`src/hw/shift_reg_consts.vh`:
```
`ifndef SHIFT_REG_CONSTS_VH
`define SHIFT_REG_CONSTS_VH

// register geometry
`define SR_WIDTH 4
`define SR_STAGES_RESET 4'h0

// parallel_load_n levels
`define MODE_LOAD 1'b0
`define MODE_SHIFT 1'b1

// {serial_j, serial_k_n} codes for the first stage
`define JK_CLEAR 2'b00
`define JK_HOLD 2'b01
`define JK_TOGGLE 2'b10
`define JK_SET 2'b11

// output buffer geometry
`define BUF_DEPTH 2
`define BUF_ADDR_W 1

`endif

```
`src/hw/four_bit_jk_shift_register.v`:
```
// Contract
// - master clear empties all four stages at once
// - stages change only on rising clock edge, except the asynchronous clear
// - load low copies parallel inputs on edge
// - load high shifts contents one stage right
// - J,Kn both low clears; both high sets
// - J low, Kn high holds first stage
// - J high, Kn low toggles first stage
// - serial pair acts only in shift, uncleared
`timescale 1ns/1ps
`include "shift_reg_consts.vh"

module four_bit_jk_shift_register #(
    parameter BUF_DEPTH = `BUF_DEPTH,
    parameter BUF_AW = `BUF_ADDR_W
) (
    // clock and resets
    input wire sys_clk,
    input wire resetn,
    input wire master_clear_n,
    // operation request, one per shift clock
    input wire op_valid,
    output wire op_ready,
    input wire parallel_load_n,
    input wire serial_j,
    input wire serial_k_n,
    input wire parallel_in_bit0,
    input wire parallel_in_bit1,
    input wire parallel_in_bit2,
    input wire parallel_in_bit3,
    // stage outputs
    output wire stage0_out,
    output wire stage1_out,
    output wire stage2_out,
    output wire stage3_out,
    output wire stage3_out_n,
    // stream of register contents after each operation
    output wire word_valid,
    input wire word_ready,
    output wire [`SR_WIDTH-1:0] word_data
);

    reg [`SR_WIDTH-1:0] stage_ff;
    reg [`SR_WIDTH-1:0] nxt_stage;
    reg [`SR_WIDTH-1:0] stage3_n_ff;
    wire [`SR_WIDTH-1:0] parallel_in;
    wire [`SR_WIDTH-1:0] shifted;
    wire first_next;
    wire clear_n;
    wire buf_in_ready;
    wire op_take;

    // the pin clear and the system reset empty the stages the same way
    assign clear_n = resetn & master_clear_n;

    assign parallel_in = {parallel_in_bit3, parallel_in_bit2, parallel_in_bit1,
                          parallel_in_bit0};

    // an operation stalls while the buffer is full, so no word is dropped;
    // during master clear no operation is taken
    assign op_ready = buf_in_ready & master_clear_n;
    assign op_take = op_valid & op_ready;

    jk_first_stage u_first (
        .serial_j(serial_j),
        .serial_k_n(serial_k_n),
        .present(stage_ff[0]),
        .next_value(first_next)
    );

    assign shifted[0] = first_next;

    genvar g;
    generate
        for (g = 1; g < `SR_WIDTH; g = g + 1) begin : g_shift
            assign shifted[g] = stage_ff[g-1];
        end
    endgenerate

    always @* begin
        nxt_stage = stage_ff;
        if (op_take) begin
            case (parallel_load_n)
                `MODE_LOAD: nxt_stage = parallel_in;
                `MODE_SHIFT: nxt_stage = shifted;
                default: nxt_stage = stage_ff;
            endcase
        end
    end

    // complement kept in its own flop so both last-stage outputs are registered
    always @(posedge sys_clk or negedge clear_n) begin
        if (!clear_n) begin
            stage_ff <= `SR_STAGES_RESET;
            stage3_n_ff <= ~`SR_STAGES_RESET;
        end else begin
            stage_ff <= nxt_stage;
            stage3_n_ff <= ~nxt_stage;
        end
    end

    assign stage0_out = stage_ff[0];
    assign stage1_out = stage_ff[1];
    assign stage2_out = stage_ff[2];
    assign stage3_out = stage_ff[3];
    assign stage3_out_n = stage3_n_ff[3];

    // direction select belongs to the outside wiring of two such
    // registers; this block only ever shifts toward the last stage

    two_entry_buffer #(
        .WIDTH(`SR_WIDTH),
        .DEPTH(BUF_DEPTH),
        .AW(BUF_AW)
    ) u_buf (
        .sys_clk(sys_clk),
        .resetn(resetn),
        .in_valid(op_take),
        .in_ready(buf_in_ready),
        .in_data(nxt_stage),
        .out_valid(word_valid),
        .out_ready(word_ready),
        .out_data(word_data)
    );

endmodule // four_bit_jk_shift_register

```
`src/hw/jk_first_stage.v`:
```
`timescale 1ns/1ps
`include "shift_reg_consts.vh"

module jk_first_stage (
    // serial pair and present value
    input wire serial_j,
    input wire serial_k_n,
    input wire present,
    // value for the next edge
    output wire next_value
);

    function jk_next;
        input j;
        input k_n;
        input q;
        begin
            case ({j, k_n})
                `JK_CLEAR: jk_next = 1'b0;
                `JK_HOLD: jk_next = q;
                `JK_TOGGLE: jk_next = ~q;
                `JK_SET: jk_next = 1'b1;
                default: jk_next = q;
            endcase
        end
    endfunction

    assign next_value = jk_next(serial_j, serial_k_n, present);

endmodule // jk_first_stage

```
`src/hw/two_entry_buffer.v`:
```
`timescale 1ns/1ps
`include "shift_reg_consts.vh"

module two_entry_buffer #(
    parameter WIDTH = `SR_WIDTH,
    parameter DEPTH = `BUF_DEPTH,
    parameter AW = `BUF_ADDR_W
) (
    // clock and reset
    input wire sys_clk,
    input wire resetn,
    // fill side
    input wire in_valid,
    output wire in_ready,
    input wire [WIDTH-1:0] in_data,
    // drain side
    output wire out_valid,
    input wire out_ready,
    output wire [WIDTH-1:0] out_data
);

    localparam [AW:0] FULL_COUNT = DEPTH;

    reg [WIDTH-1:0] mem_ff [0:DEPTH-1];
    reg [AW-1:0] wr_ptr_ff;
    reg [AW-1:0] rd_ptr_ff;
    reg [AW:0] count_ff;
    wire push;
    wire pop;
    integer i;

    assign in_ready = (count_ff != FULL_COUNT);
    assign out_valid = (count_ff != {(AW+1){1'b0}});
    assign push = in_valid & in_ready;
    assign pop = out_valid & out_ready;
    assign out_data = mem_ff[rd_ptr_ff];

    // depth must be a power of two so the pointers wrap by themselves
    always @(posedge sys_clk or negedge resetn) begin
        if (!resetn) begin
            wr_ptr_ff <= {AW{1'b0}};
            rd_ptr_ff <= {AW{1'b0}};
            count_ff <= {(AW+1){1'b0}};
            for (i = 0; i < DEPTH; i = i + 1) begin
                mem_ff[i] <= {WIDTH{1'b0}};
            end
        end else begin
            if (push) begin
                mem_ff[wr_ptr_ff] <= in_data;
                wr_ptr_ff <= wr_ptr_ff + 1'b1;
            end
            if (pop) begin
                rd_ptr_ff <= rd_ptr_ff + 1'b1;
            end
            if (push && !pop) begin
                count_ff <= count_ff + {{AW{1'b0}}, 1'b1};
            end else if (pop && !push) begin
                count_ff <= count_ff - {{AW{1'b0}}, 1'b1};
            end
        end
    end

endmodule // two_entry_buffer

```
`config.mk`:
```
export PLATFORM = sky130hd
export DESIGN_NAME = four_bit_jk_shift_register
export DESIGN_NICKNAME = d
export VERILOG_FILES = /design/src/hw/four_bit_jk_shift_register.v /design/src/hw/jk_first_stage.v /design/src/hw/two_entry_buffer.v
export VERILOG_INCLUDE_DIRS = /design/src /design/src/hw
export SDC_FILE = /design/constraint.sdc
export NUM_CORES = 1
export LEC_CHECK = 0
export BUFFER_PORTS_ARGS = -buffer_cell sky130_fd_sc_hd__buf_2
export CORE_MARGIN = 4
export CORE_UTILIZATION = 53
export DETAILED_ROUTE_END_ITERATION = 12
export PLACE_DENSITY = 0.79
export SYNTH_ARGS = -nofsm -noshare
export SYNTH_HDL_FRONTEND = slang
export SYNTH_SLANG_ARGS = --single-unit
```
`constraint.sdc`:
```
create_clock -name sys_clk -period 3.4 [get_ports sys_clk]
set_input_delay 0.17 -clock sys_clk [delete_from_list [all_inputs] [get_ports sys_clk]]
set_output_delay 0.17 -clock sys_clk [all_outputs]
set_load 0.02 [all_outputs]
```
==> results of run 1 <==
==> cell usage after synthesis, types with 2 or more instances <==
library cell	count
mux2_2	15
xor2_1	3
mux2i_1	2
and2_1	3
dfrtp_1	16
nor2_1	2
mux2_4	4
xnor2_1	2
==> flip-flops by register name, summed over array words and instances (netlist names) <==
register,cells
u_buf.count_ff,2
u_buf.mem_ff,8
u_buf.rd_ptr_ff,1
u_buf.wr_ptr_ff,1
stage3_n_ff,1
stage_ff,4
==> through the flow <==
stage                     cells   util
after CTS                    99  0.715
final                        99  0.715
after global routing         99  0.715
after floorplan              57      -
after global placement       93  0.679
after detailed placement     93  0.679
==> worst min-delay path, stage by stage <==
cell     delay (ns)
buf_2          0.10
nand2_1        0.08
xnor2_1        0.07
==> kinds of logic after synthesis <==
| logic type | count (synthesis) |
|---|---|
| simple gates | 11 |
| mux | 21 |
| xor+xnor | 5 |
| compound gates | 1 |
| fa+ha+maj | 1 |
| buf+inv | 1 |
| flops | 17 |
==> final timing paths <==
kind                                    from                end  depth (start not counted)
max                           master_clear_n  u_buf.count_ff[1]                          7
min                               word_ready    u_buf.rd_ptr_ff                          3
max reg2reg                u_buf.count_ff[0]  u_buf.count_ff[1]                          5
min reg2reg                      stage_ff[3]     stage3_n_ff[3]                          1
max in group asynchronous             resetn     stage3_n_ff[3]                          3
min in group asynchronous             resetn  u_buf.count_ff[0]                          2
==> cell usage in the layout, fill, tap and decap left out <==
| cell type | instances |
|---|---|
| mux2i_1 | 2 |
| nand2_1 | 1 |
| dlygate4sd3_1 | 2 |
| nor2_1 | 2 |
| buf_2 | 22 |
| xor2_1 | 3 |
| and2_4 | 1 |
| nand2b_4 | 1 |
| or2_2 | 1 |
| and2_1 | 3 |
| nand3_1 | 1 |
| mux2_2 | 15 |
| clkbuf_4 | 3 |
| mux2_4 | 4 |
| xnor2_1 | 2 |
| and3b_1 | 1 |
| clkinvlp_4 | 1 |
| dfstp_2 | 1 |
| dfrtp_1 | 16 |
| a21oi_1 | 1 |
| ha_1 | 1 |
==> what timing repair did <==
item,in CTS,in global routing
hold buffers,2,0
buffers inserted,0,0
endpoints found under the hold margin,16,0
==> per-layer routing <==
layer,track usage,vias up,wire [um]
li1,-,253,-
met1,0.198,239,656
met2,0.270,18,688
met3,0.0460,5,109
met4,0.0829,0,33
met5,0,-,0
==> area by class of cell <==
type	instances	area, um^2
sequential	17	427
fill	96	394
multi-input combinational	39	383
timing repair buffer	24	130
clock buffer	3	22.5
tap	15	18.8
clock inverter	1	7.51
==> power groups by stage <==
stage	clock [uW]	combinational, uW	sequential [uW]
after global routing	127	492	406
final	113	451	388
after CTS	115	459	390
after detailed placement	0	457	394
after floorplan	0	310	415
after global placement	0	448	388
==> flow_summary_export.csv, run 1 <==
group,metric,value,unit
place,post-dp-hpwl,1.12,mm
synth,synth_edf_count,0,
die,core_area,1380,um^2
sta,hold_viol,0,
place,gp_congestion,0.650,
setup_path,cp_top_family,"buffers and inverters",
sta,tightest_slew,0.285,ns
sta,fin_crit_sh,0.455,
min_path,hold_path.class,"in2reg",
routing,drtPass1Iterations,1,
finish,syn_to_final_growth,20.4,%
synth,synth_compound_area_frac,0.00610,
setup_path,endpoint_kind,"flip-flop",
finish,diodes,0,
synth,ys_ff_latch,17,
sta,rsz0062_at_grt,"no",
sta,fmax,0.646,GHz
finish,finalNetCount,98,
global_routing,grt_max_degree,14,
die,io_pins,23,
die,die_x,47.4,um
die,initial_core_util,0.594,
clock_network,path_clk_slew,0.11,ns
die,die_h,47.4,um
synth,ys_seq_area_frac,0.520,
routing,wl,1.49,mm
flow_run,maxCapViolations,0,
synth,synth_top_family_by_area,"multiplexers",
sta,period_needed,1.55,ns
synth,synthesis.nets,70,
setup_path,worst_ep_required_time,3.63,ns
synth,async_flop_share,1.00,
power,peakVddDrop,587,uV
die,row_count,13,
power,p_leak,0.000476,uW
synth,synth_cells,57,
power,sequentialPowerShare,0.408,
synth,synthSimpleGateAreaFrac,0.0884,
global_routing,grt_pass1_vias,531,
place,dpl_worst_slack,1.93,ns
power,clkPwrFrac,0.118,
global_routing,gr-total-overflow,0,
synth,synth-xor-area-share,0.0534,
clock_network,cts.sinks,17,
routing,drtAntennaViolNets,0,
setup_path,startpoint_type,"input pin",
setup_path,slowest_stage,"dlygate4sd3_1",
setup_path,path_buf_inv,2,
status,outcome,"finished, final reports clean",
setup_path,arrival,1.78,ns
place,io_buffers,22,
routing,vias_per_cell,5.20,
synth,ys.flop_type,"dfrtp_1",
synth,yosysTopAreaCell,"dfrtp_1",
setup_path,reg2reg_slack,1.93,ns
routing,first_iter_violations,0,
power,pwr-share-comb,0.474,
sta,whs,0.146,ns
power,switchingPower,361,uW
setup_path,path_cells,"dlygate4sd3_1 -> buf_2 -> and2_1 -> and2_4 -> ha_1 -> nor2_1 -> xor2_1",
global_routing,gr-usage-all-layers,0.165,
synth,synth_fa_ha_area_frac,0.0152,
power,p_total,952,uW
clock_network,ctsRootBufferMaster,"clkbuf_4",
power,p_sw_frac,0.379,
setup_path,critical_path_class,"in2reg",
routing,wl_per_cell,15.0,um
synth,ys_types,18,
sta,slew_violations,0,
global_routing,antenna_found_initial,0,
routing,vias,515,
sta,finalSetupViolCount,0,
sta,fin_ws,1.85,ns
power,p_int,591,uW
synth,synthMuxAreaShare,0.303,
sta,maxSlewHeadroom,0.810,
die,dieArea,2240,um^2
clock_network,htree_levels,1,
synth,yosysWarnings,0,
setup_path,max_stage_delay,0.53,ns
synth,synth_top_cell_area_share,0.488,
power,pwr_density_cell,963,nW/um^2
setup_path,path_max_fanout,7,
routing,drc,0,
clock_network,cts_resized,0,
synth,synth.avg_cell_area,14.4,um^2
clock_network,numCtsBuffers,3,
synth,synth.area.top_cells,"dfrtp_1 (49%), mux2_2 (21%), mux2_4 (7.3%), dfstp_2 (3.2%), xor2_1 (3.2%)",
place,dpl-instance-area,938,um^2
synth,syn_area,821,um^2
finish,layout-drive-gt1-share,0.583,
clock_network,cts_buffer_depth,2,
finish,fin_area,988,um^2
clock_network,cts_tree,"built",
sta,skew,0.00978,ns
global_routing,grt_first_pass_wirelength,2.42,mm
sta,finalSetupTns,0,ns
clock_network,clk_latency,0.30,ns
Note: power is estimated with default switching activity, not from simulation.
==> run 2: changes to the inputs <==
Settings changed: CORE_UTILIZATION 53 to 44, PLACE_DENSITY 0.79 to 0.7.
Clock period 3.4 ns to 1.4 ns, I/O delays scaled along.
==> run 2 against run 1 <==
Net effect:
- sequential share of layout area shrank 2.1 points
- core utilization is 12 points lower
- worst setup slack worse by 1.8 ns
- wire length decreased by 3.0%
- critical path type is now reg2reg
- largest cell class unchanged
- largest power group unchanged
==> flow_summary_export.csv, run 2 (same netlist as run 1, synthesis figures left out) <==
group,metric,value,unit
clock_network,path_clk_slew,0.09,ns
place,io_buffers,22,
setup_path,critical_path_class,"reg2reg",
setup_path,path_max_fanout,3,
die,die_x,51.2,um
sta,fin_ws,0.0349,ns
setup_path,startpoint_type,"flip-flop",
sta,slew_violations,0,
finish,finalNetCount,101,
flow_run,maxCapViolations,0,
clock_network,cts.sinks,17,
die,core_area,1750,um^2
sta,period_needed,1.37,ns
finish,layout_commonest_cell,"buf_2",
power,p_total,2400,uW
setup_path,worst_ep_required_time,1.57,ns
global_routing,antenna_found_initial,0,
sta,fmax,0.733,GHz
finish,top_register,"u_buf.mem_ff",
finish,layout-drive-gt1-share,0.632,
die,die_h,51.2,um
routing,wl,1.44,mm
finish,largest_reg_flops,8,
global_routing,grt_first_pass_wirelength,2.55,mm
routing,vias,545,
die,initial_core_util,0.470,
clock_network,htree_levels,1,
global_routing,gr-usage-all-layers,0.132,
finish,reg_top3,"u_buf.mem_ff (8), stage_ff (4), u_buf.count_ff (2)",
finish,syn_to_final_growth,27.3,%
clock_network,ctsRootBufferMaster,"clkbuf_4",
sta,fin_crit_sh,0.975,
die,row_count,15,
clock_network,numCtsBuffers,3,
place,gp_congestion,0.681,
die,io_pins,23,
sta,rsz0062_at_grt,"yes",
sta,tightest_slew,0.293,ns
finish,final_cell_mix,"buf_2 (22), mux2_2 (15), dfrtp_1 (14)",
power,peakVddDrop,1080,uV
routing,first_iter_violations,3,
clock_network,cts_buffer_depth,2,
routing,drc,0,
routing,wl_per_cell,12.9,um
routing,drtPass1Iterations,2,
min_path,hold_path.class,"in2reg",
clock_network,cts_tree,"built",
die,dieArea,2620,um^2
routing,drtAntennaViolNets,0,
place,dpl_worst_slack,0.00650,ns
status,outcome,"finished, final reports clean",
sta,maxSlewHeadroom,0.805,
clock_network,clk_latency,0.28,ns
routing,vias_per_cell,4.87,
global_routing,gr-total-overflow,0,
global_routing,grt_max_degree,14,
global_routing,grt_pass1_vias,563,
finish,diodes,0,
power,pwr_density_cell,2290,nW/um^2
sta,hold_viol,0,
sta,skew,0.00293,ns
setup_path,arrival,1.54,ns
sta,finalSetupViolCount,0,
power,p_leak,0.000494,uW
setup_path,endpoint_kind,"flip-flop",
[run 2: cell types whose count changed in the layout (fill, tap and decap cells not counted)]
cell        previous run  this run
ha_1                   1         0
dfrtp_1               16        14
ha_4                   0         1
dfrtp_2                0         2
nand2_4                0         1
clkinvlp_4             1         0
clkbuf_1               0         1
or2_2                  1         0
nand2_1                1         0
or2_4                  0         1
buf_4                  0         3
[run 2: repair_timing]
item,in CTS,in global routing
pin swaps,0,0
resized for setup,1,2
endpoints found under the hold margin,17,0
gates cloned,0,0
setup endpoints to repair,1,5
setup buffers,0,1
hold buffers,2,0
[run 2: cell type report]
class / instances / area, um^2
clock buffer: 4 / 26.3
fill: 161 / 701
multi-input combinational: 39 / 405
sequential: 17 / 429
timing repair buffer: 27 / 153
tap: 25 / 31.3
[run 2: worst paths after layout]
kind / startpoint / end / slack (ns) / cells past startpoint
setup reg to reg: u_buf.count_ff[1] / u_buf.count_ff[1] / 0.03 / 6
setup / recovery: u_buf.count_ff[1] / u_buf.count_ff[1] / 0.03 / 6
max in group asynchronous: resetn / stage3_n_ff[3] / 0.64 / 3
hold / removal: word_ready / u_buf.rd_ptr_ff / 0.06 / 3
min in group asynchronous: resetn / u_buf.count_ff[0] / 0.19 / 2
hold reg to reg: stage_ff[3] / stage3_n_ff[3] / 0.46 / 1
[run 2: worst max-delay path: stages, from the launching register on]
cell     delay (ns)
dfrtp_2        0.44
or2_4          0.25
nand2_4        0.09
ha_4           0.12
xor2_1         0.13
nor2_1         0.07
xor2_1         0.14
[run 2: routing by layer]
layer  track usage  vias up  share of wire
li1              -      264              -
met3        0.0292        2          0.048
met5             0        -              0
met2         0.225       14           0.50
met1         0.161      265           0.45
met4        0.0538        0         0.0083
[run 2: power by group]
part	internal, uW	switching, uW	total, uW
combinational	638	566	1200
sequential	762	175	937
clock	111	145	255
total	1510	886	2400
[run 2: through the flow]
| stage | std cells | utilization | hold slack (ns) | setup TNS (ns) | cell area (um^2) |
|---|---|---|---|---|---|
| detailed placement | 105 | 0.563 | -0.0299 | 0 | 983 |
| global route | 112 | 0.599 | 0.0563 | -0.0680 | 1040 |
| floorplan | 57 | - | -0.226 | -0.0197 | 838 |
| finish | 112 | 0.599 | 0.0589 | 0 | 1040 |
| global placement | 105 | 0.563 | -0.0326 | 0 | 983 |
| CTS | 111 | 0.593 | 0.0548 | 0 | 1030 |
